**src/hdl/lir_pkg.sv**
```systemverilog
// Package: register map, field layout and carrier types for the level interrupt routing block
package lir_pkg;

	localparam int unsigned SLOT_COUNT = 12;
	localparam int unsigned REG_WIDTH  = 16;
	localparam int unsigned ADDR_WIDTH = 12;

	// Register indices as printed; byte address is four times the index
	localparam logic [ADDR_WIDTH-1:0] IDX_L0_OUT_X = 12'h016;
	localparam logic [ADDR_WIDTH-1:0] IDX_L1_OUT_X = 12'h017;
	localparam logic [ADDR_WIDTH-1:0] IDX_L0_OUT_Y = 12'h01A;
	localparam logic [ADDR_WIDTH-1:0] IDX_L1_OUT_Y = 12'h01B;
	localparam logic [ADDR_WIDTH-1:0] IDX_FLAG_RD  = 12'h01C;
	localparam int unsigned           IDX_SHIFT    = 2;

	// Field layout
	localparam int unsigned SLOT_LSB = 0;
	localparam int unsigned SLOT_MSB = 11;

	localparam logic [SLOT_COUNT-1:0] MASK_RESET = 12'h000;
	localparam logic [31:0]           READ_ZERO  = 32'h0000_0000;

	// Mask selector, not used by the mask bank
	typedef enum logic [1:0] {
		LIR_SEL_L0_X = 2'h0,
		LIR_SEL_L1_X = 2'h1,
		LIR_SEL_L0_Y = 2'h3,
		LIR_SEL_L1_Y = 2'h2
	} lir_sel_e;

	// Status flags of all slots, both levels
	typedef struct packed {
		logic [SLOT_COUNT-1:0] high_flag;
		logic [SLOT_COUNT-1:0] low_flag;
	} lir_flags_s;

	// The four enable masks
	typedef struct packed {
		logic [SLOT_COUNT-1:0] l0_x;
		logic [SLOT_COUNT-1:0] l1_x;
		logic [SLOT_COUNT-1:0] l0_y;
		logic [SLOT_COUNT-1:0] l1_y;
	} lir_masks_s;

endpackage

```
**src/hdl/lir_mask_reg.sv**
```systemverilog
// One twelve-bit enable mask register with write strobe and reset to zero
`timescale 1ns/10ps
module lir_mask_reg #(
	parameter int unsigned WIDTH = 12
) (
	// Clock and reset
	input  wire logic             pclk,
	input  wire logic             presetn,
	// Write side
	input  wire logic             wr_en,
	input  wire logic [WIDTH-1:0] wr_data,
	// Stored mask
	output logic      [WIDTH-1:0] mask
);

	// Mask clears on reset so nothing reaches an output until software enables it
	always_ff @(posedge pclk or negedge presetn) begin
		if (!presetn) begin
			mask <= '0;
		end else if (wr_en) begin
			mask <= wr_data;
		end
	end

endmodule

```
**src/hdl/lir_level_irq_route.sv**
```systemverilog
// Level threshold interrupt routing: four enable masks over APB, two interrupt outputs
// Register map, one aligned 32-bit word each, bits 31:12 of the mask words and 31:24 of the flag view read as zero:
//   byte 0x58  level0_irq_mask_out_x  level 0 flags of slots A-L onto X
//   byte 0x5C  level1_irq_mask_out_x  level 1 flags of slots A-L onto X
//   byte 0x68  level0_irq_mask_out_y  level 0 flags of slots A-L onto Y
//   byte 0x6C  level1_irq_mask_out_y  level 1 flags of slots A-L onto Y
//   byte 0x70  read-only view of the flags, 11:0 level 0, 23:12 level 1
// The byte address is the word index shifted left by two.
//
// Bus timing:
//   Zero wait states; pready is tied high.
//   A mask write lands at the edge that ends its access cycle.
//   Read data is captured at the edge that ends the setup cycle and
//   holds until the next aligned read setup, so it cannot tear mid-access.
//   A mask write needs byte lanes 0 and 1; otherwise it is dropped quietly,
//   because half a mask would route a slot the software never asked for.
//   Unmapped or misaligned accesses raise pslverr and store nothing.
//   Writes to the flag view are dropped without an error.
//
// Interrupt timing:
//   Both outputs are registered: they follow a flag change, or the edge
//   at which a mask write lands, by one clock. The extra cycle buys pins
//   that never glitch while the masks or flags settle.
//   The flags are levels kept by the status logic; this block never
//   clears them, so an output stays high while any enabled flag is set.
//
// Reset:
//   presetn clears every mask, the read register and both outputs at once,
//   with no clock needed, so nothing is routed until software says so.
//
// Limitation: a misaligned read returns the previous word; the master
// must honour pslverr and drop it.
`timescale 1ns/10ps
module lir_level_irq_route #(
	parameter int unsigned SLOTS = lir_pkg::SLOT_COUNT
) (
	// Clock and reset
	input  wire logic               pclk,
	input  wire logic               presetn,
	// APB slave
	input  wire logic               psel,
	input  wire logic               penable,
	input  wire logic               pwrite,
	input  wire logic [31:0]        paddr,
	input  wire logic [31:0]        pwdata,
	input  wire logic [3:0]         pstrb,
	output logic      [31:0]        prdata,
	output logic                    pready,
	output logic                    pslverr,
	// Threshold status flags from the comparators, same clock
	input  wire lir_pkg::lir_flags_s flags,
	// Interrupt outputs
	output logic                    irq_x,
	output logic                    irq_y
);

	// Bus decode
	logic                           access;
	logic                           wr_hit;
	logic                           addr_ok;
	logic                           addr_mapped;
	logic                           rd_setup;
	logic [lir_pkg::ADDR_WIDTH-1:0] index;
	logic [3:0]                     wr_sel;

	// Mask storage and read path
	logic [SLOTS-1:0]               wr_slots;
	lir_pkg::lir_masks_s            masks;
	logic [31:0]                    rd_value;
	logic [31:0]                    prdata_next;

	// Interrupt path
	logic [SLOTS-1:0]               x_low_hits;
	logic [SLOTS-1:0]               x_high_hits;
	logic [SLOTS-1:0]               y_low_hits;
	logic [SLOTS-1:0]               y_high_hits;
	logic                           irq_x_next;
	logic                           irq_y_next;

	// Word index; low two address bits must be zero for an aligned word
	assign index   = paddr[lir_pkg::ADDR_WIDTH+lir_pkg::IDX_SHIFT-1:lir_pkg::IDX_SHIFT];
	assign addr_ok = (paddr[lir_pkg::IDX_SHIFT-1:0] == 2'h0)
		&& (paddr[31:lir_pkg::ADDR_WIDTH+lir_pkg::IDX_SHIFT] == '0);

	// Zero wait states: answer in the first access cycle
	assign access = psel && penable;
	assign pready = 1'b1;

	// Only bits 11:0 are stored; upper lanes are dropped on write
	assign wr_slots = pwdata[lir_pkg::SLOT_MSB:lir_pkg::SLOT_LSB];
	// Byte lanes 0 and 1 must both be written to update a mask; byte 1 holds bits 11:8
	assign wr_hit   = access && pwrite && addr_ok && (pstrb[1:0] == 2'h3);

	// Address decode to the four mask write strobes
	always_comb begin
		wr_sel = 4'h0;
		unique case (index)
			lir_pkg::IDX_L0_OUT_X: wr_sel[0] = wr_hit;
			lir_pkg::IDX_L1_OUT_X: wr_sel[1] = wr_hit;
			lir_pkg::IDX_L0_OUT_Y: wr_sel[2] = wr_hit;
			lir_pkg::IDX_L1_OUT_Y: wr_sel[3] = wr_hit;
			default:               wr_sel = 4'h0;
		endcase
	end

	// Word indices that answer at all; the flag view is read-only but mapped
	always_comb begin
		unique case (index)
			lir_pkg::IDX_L0_OUT_X,
			lir_pkg::IDX_L1_OUT_X,
			lir_pkg::IDX_L0_OUT_Y,
			lir_pkg::IDX_L1_OUT_Y,
			lir_pkg::IDX_FLAG_RD:  addr_mapped = 1'b1;
			default:               addr_mapped = 1'b0;
		endcase
	end

	// Error on unmapped or misaligned access; writes to the flag view are ignored
	assign pslverr = access && !(addr_mapped && addr_ok);

	// The four masks, each in its own register
	// Level 0 mask for output X
	lir_mask_reg #(.WIDTH(SLOTS)) u_l0_x (
		.pclk    (pclk),
		.presetn (presetn),
		.wr_en   (wr_sel[0]),
		.wr_data (wr_slots),
		.mask    (masks.l0_x)
	);

	// Level 1 mask for output X
	lir_mask_reg #(.WIDTH(SLOTS)) u_l1_x (
		.pclk    (pclk),
		.presetn (presetn),
		.wr_en   (wr_sel[1]),
		.wr_data (wr_slots),
		.mask    (masks.l1_x)
	);

	// Level 0 mask for output Y
	lir_mask_reg #(.WIDTH(SLOTS)) u_l0_y (
		.pclk    (pclk),
		.presetn (presetn),
		.wr_en   (wr_sel[2]),
		.wr_data (wr_slots),
		.mask    (masks.l0_y)
	);

	// Level 1 mask for output Y
	lir_mask_reg #(.WIDTH(SLOTS)) u_l1_y (
		.pclk    (pclk),
		.presetn (presetn),
		.wr_en   (wr_sel[3]),
		.wr_data (wr_slots),
		.mask    (masks.l1_y)
	);

	// Read mux; reserved bits 31:12 of the mask words and 31:24 of the flag view return zero
	always_comb begin
		rd_value = lir_pkg::READ_ZERO;
		unique case (index)
			lir_pkg::IDX_L0_OUT_X: rd_value[SLOTS-1:0] = masks.l0_x;
			lir_pkg::IDX_L1_OUT_X: rd_value[SLOTS-1:0] = masks.l1_x;
			lir_pkg::IDX_L0_OUT_Y: rd_value[SLOTS-1:0] = masks.l0_y;
			lir_pkg::IDX_L1_OUT_Y: rd_value[SLOTS-1:0] = masks.l1_y;
			lir_pkg::IDX_FLAG_RD:  rd_value[2*SLOTS-1:0] = {flags.high_flag, flags.low_flag};
			default:               rd_value = lir_pkg::READ_ZERO;
		endcase
	end

	// Read data is registered during the setup cycle so it is stable in the access phase;
	// a misaligned read keeps the old word and relies on pslverr to have it dropped
	assign rd_setup    = psel && !penable && !pwrite && addr_ok;
	assign prdata_next = rd_setup ? rd_value : prdata;

	always_ff @(posedge pclk or negedge presetn) begin
		if (!presetn) begin
			prdata <= lir_pkg::READ_ZERO;
		end else begin
			prdata <= prdata_next;
		end
	end

	// Per-slot gating; bit n of every mask is slot n (A = 0 .. L = 11)
	assign x_low_hits  = flags.low_flag & masks.l0_x;
	assign x_high_hits = flags.high_flag & masks.l1_x;
	assign y_low_hits  = flags.low_flag & masks.l0_y;
	assign y_high_hits = flags.high_flag & masks.l1_y;

	// Each output is the OR of every gated flag of both levels
	assign irq_x_next = |x_low_hits || |x_high_hits;
	assign irq_y_next = |y_low_hits || |y_high_hits;

	// Output X registered to keep the pin glitch free, at one cycle of latency
	always_ff @(posedge pclk or negedge presetn) begin
		if (!presetn) begin
			irq_x <= 1'b0;
		end else begin
			irq_x <= irq_x_next;
		end
	end

	// Output Y registered the same way, so both pins move on the same edge
	always_ff @(posedge pclk or negedge presetn) begin
		if (!presetn) begin
			irq_y <= 1'b0;
		end else begin
			irq_y <= irq_y_next;
		end
	end

endmodule

```
**config.mk**
```make
export PLATFORM = sky130hd
export DESIGN_NAME = lir_level_irq_route
export DESIGN_NICKNAME = d
export VERILOG_FILES = /design/src/hdl/lir_pkg.sv /design/src/hdl/lir_mask_reg.sv /design/src/hdl/lir_level_irq_route.sv
export SDC_FILE = /design/constraint.sdc
export NUM_CORES = 1
export LEC_CHECK = 0
export BUFFER_PORTS_ARGS = -buffer_cell sky130_fd_sc_hd__buf_2
export CORE_MARGIN = 8
export CORE_UTILIZATION = 40
export DETAILED_ROUTE_END_ITERATION = 7
export PLACE_DENSITY = 0.67
export SLEW_MARGIN = 40
export SYNTH_ARGS = -nofsm -noshare
export SYNTH_HDL_FRONTEND = slang
export SYNTH_SLANG_ARGS = --single-unit
export TNS_END_PERCENT = 5
```
**constraint.sdc**
```tcl
create_clock -name pclk -period 2.09 [get_ports pclk]
set_input_delay 0.1045 -clock pclk [delete_from_list [all_inputs] [get_ports pclk]]
set_output_delay 0.1045 -clock pclk [all_outputs]
set_load 0.1 [all_outputs]
```
==> metrics.md <==
| Metric | Value |
|---|---|
| Clk pin slew, worst setup/hold paths | `70 ps` |
| Placed cell area | `4680 sq um` |
| Core Region | `9680 sq um` |
| Worst Setup Start Kind | `input pin` |
| Routed WL per cell | `21.1 um` |
| Gr ovfl total | `0` |
| Nets | `508` |
| GRT Resource Usage Total | `17.4%` |
| Die X-Extent | `116 um` |
| Commonest cells after routing, fill and taps aside | `buf_2 (101), dfrtp_1 (74), mux2_4 (40)` |
| Syn Area/Cell | `13.3 sq um` |
| Residual DRC | `0` |
| Most common cell after layout, fill and taps aside | `buf_2` |
| Ports | `133` |
| Slew Viols, Final | `0` |
| Setup Buffers After CTS | `0` |
| Post-CTS resize count | `0` |
| ANT nets after route | `0` |
| Unique masters post-synth | `42` |
| Finished Layout Cells | `549` |
| Die height | `116 um` |
| Crit end category | `primary output` |
| Clock buffer count from CTS | `9` |
| Multi-input logic area | `1970 sq um` |
| Synth Flop Type | `dfrtp_1` |
| Maximum number of pins on one net before global-route repair | `75` |
| Seq. cell area | `1850 sq um` |
| Detailed Place HPWL | `8.73 mm` |
| Placed insts | `532` |
| Share of cells above drive strength 1 | `47.1%` |
| CP Data Required Time | `1990 ps` |
| Seq/Total Area, Yosys | `46.7%` |
| Clock skew | `9.53 ps` |
| Period utilisation layout | `93.4%` |
| Yosys reg bits | `74` |
| H-Tree Depth | `3` |
| # hold bufs at CTS | `1` |
| CP most frequent cell | `buf_2` |
| Combinational power share | `9.6%` |
| Layout Utilization | `50.9%` |
| DR iter-0 viols | `225` |
| Starting Density | `41.0%` |
| Clk sinks | `74` |
| Yosys warns | `0` |
| Final WL | `11.6 mm` |
| Maximum vdd ir drop | `0.297 mV` |
| First-pass GRT wire length | `18.0 mm` |
| Port Buffer Count | `101` |
| Clock Tree Buf Depth | `2` |
| Critical R2R Launch | `u_l0_x.mask[6]$_DFFE_PN0P_` |
| Reg2reg end | `irq_x$_DFF_PN0_` |
| Max-cap check violation count | `0` |
| Reg2Reg Depth | `3` |
| Worst setup path endpoint | `pslverr` |
| Setup CP Type | `in2out` |
| P_sw | `755 uW` |
| Finished Cell Area | `4930 sq um` |
| Cells along the critical path | `buf_2 -> or4_4 -> or2_1 -> o311a_1 -> buf_2` |
| First-pass iteration count of the detailed router | `4` |
| Gpl congestion | `0.853` |
| Outcome | `complete, no violations` |
| Final setup fails | `0` |
| CP Depth | `5` |
| CP peak stage delay | `520 ps` |
| Async set or reset register ratio after synthesis | `100%` |
| Die Area | `13400 sq um` |
| Top Family by Delay on Critical Path | `simple AND/OR/NAND/NOR gates` |
| WP data arrival | `1850 ps` |
| Crit-path slowest cell | `or4_4` |
| Synthesized area | `3970 sq um` |
| Diodes inserted | `0` |
| Post-route minimum period | `1950 ps` |
| PwrDens | `622 nW/um^2` |
| Final hold violation count | `0` |
| CP startpoint | `paddr[26]` |
| Vias | `3108` |
| Fmax | `0.512 GHz` |
| Clock power share | `43.8%` |
| CTS root buf | `clkbuf_8` |
| Crit path max fanout | `7` |
| EDFF count, synth | `0` |
| Area grow syn2layout | `24.2%` |
| Row cnt | `36` |
| Vias in the first global route | `3366` |
| Syn Inst Count | `299` |
| Sw frac | `24.6%` |
| Vias per cell | `5.66` |
| Seq pwr share | `46.6%` |
| Worst reg2reg setup slack | `790 ps` |
| Internal power | `2.31 mW` |
| Worst hold path class | `in2reg` |
| CTS tree | `yes` |
| Clock latency on the worst-skew pair | `350 ps` |
| RSZ-0062 raised after global routing | `false` |
| P_leak | `2.46 nW` |
| Filler cell count | `877` |
| Buf+Inv Stages, Crit Path | `2` |
| Initial antenna violation count | `0` |
==> registers in the layout, indices dropped and copies added (netlist names) <==
name	cells
irq_y	1
u_l0_x.mask	12
u_l1_y.mask	12
u_l0_y.mask	12
irq_x	1
prdata	24
u_l1_x.mask	12
==> logic make-up after synthesis <==
logic type             count (synthesis)  synth area share, %
AOI/OAI and AO/OA                     66                 12.7
buffers and inverters                 27                 4.60
DFF                                   74                 46.7
muxes                                 83                 26.6
other                                  2                0.189
and+or+nand+nor                       47                 9.27
==> final cells by class <==
| cell class | instances | share of cell area, % |
|---|---|---|
| Multi-Input combinational cell | 205 | 39.9 |
| Sequential cell | 74 | 37.6 |
| Timing Repair Buffer | 120 | 14.2 |
| Tap cell | 133 | 3.37 |
| Clock buffer | 10 | 2.59 |
| Clock inverter | 6 | 2.33 |
| Inverter | 1 | 0.0761 |
==> cell usage after synthesis, types with 4 or more instances <==
master,number,area (sq um)
clkbuf_1,7,26.3
and3_1,12,75.1
mux2_4,40,601
mux2_1,5,56.3
mux2i_1,24,240
mux2_2,14,158
dfrtp_1,74,1850
nor4_4,4,85.1
nor4_1,4,25.0
a22oi_1,32,240
o2bb2ai_1,12,105
nand4_1,8,50.1
o22ai_1,12,75.1
buf_4,10,75.1
buf_6,4,45.0
==> power groups by stage <==
stage	Clock (mW)	Sequential, mW	Combinational, mW
2_1_floorplan	0	1.46	0.142
3_3_place_gp	0	1.46	0.288
3_5_place_dp	0	1.46	0.291
4_1_cts	1.36	1.43	0.293
5_1_grt	1.43	1.43	0.312
6_report	1.34	1.43	0.293
==> worst min path at each step <==
stage	depth (start not counted)	slack, ps	endpoint	start
2_1_floorplan	0	-190	irq_x$_DFF_PN0_	presetn
3_3_place_gp	2	170	prdata[17]$_DFFE_PN0P_	presetn
3_5_place_dp	2	170	u_l0_y.mask[8]$_DFFE_PN0P_	presetn
4_1_cts	2	20	u_l1_y.mask[6]$_DFFE_PN0P_	pwdata[6]
5_1_grt	2	30	u_l1_y.mask[6]$_DFFE_PN0P_	pwdata[6]
6_report	2	30	u_l1_y.mask[6]$_DFFE_PN0P_	pwdata[6]
==> stage by stage <==
stage	setup TNS (ps)	worst slack [ps]	power [mW]	hold slack, ps
2_1_floorplan	0	134	1.60	-191
3_3_place_gp	-3170	-102	1.75	167
3_5_place_dp	-3890	-121	1.75	169
4_1_cts	0	137	3.08	20.9
5_1_grt	0	80.2	3.17	25.1
6_report	0	138	3.07	31.5
==> per-layer routing <==
layer / up-vias / wire (um) / GRT usage [%]
li1: 1376 / - / -
met1: 1576 / 4800 / 21.9
met2: 135 / 5640 / 27.7
met3: 21 / 834 / 4.33
met4: 0 / 300 / 7.95
met5: - / 0 / 0
(Power assumes the default switching activity.)
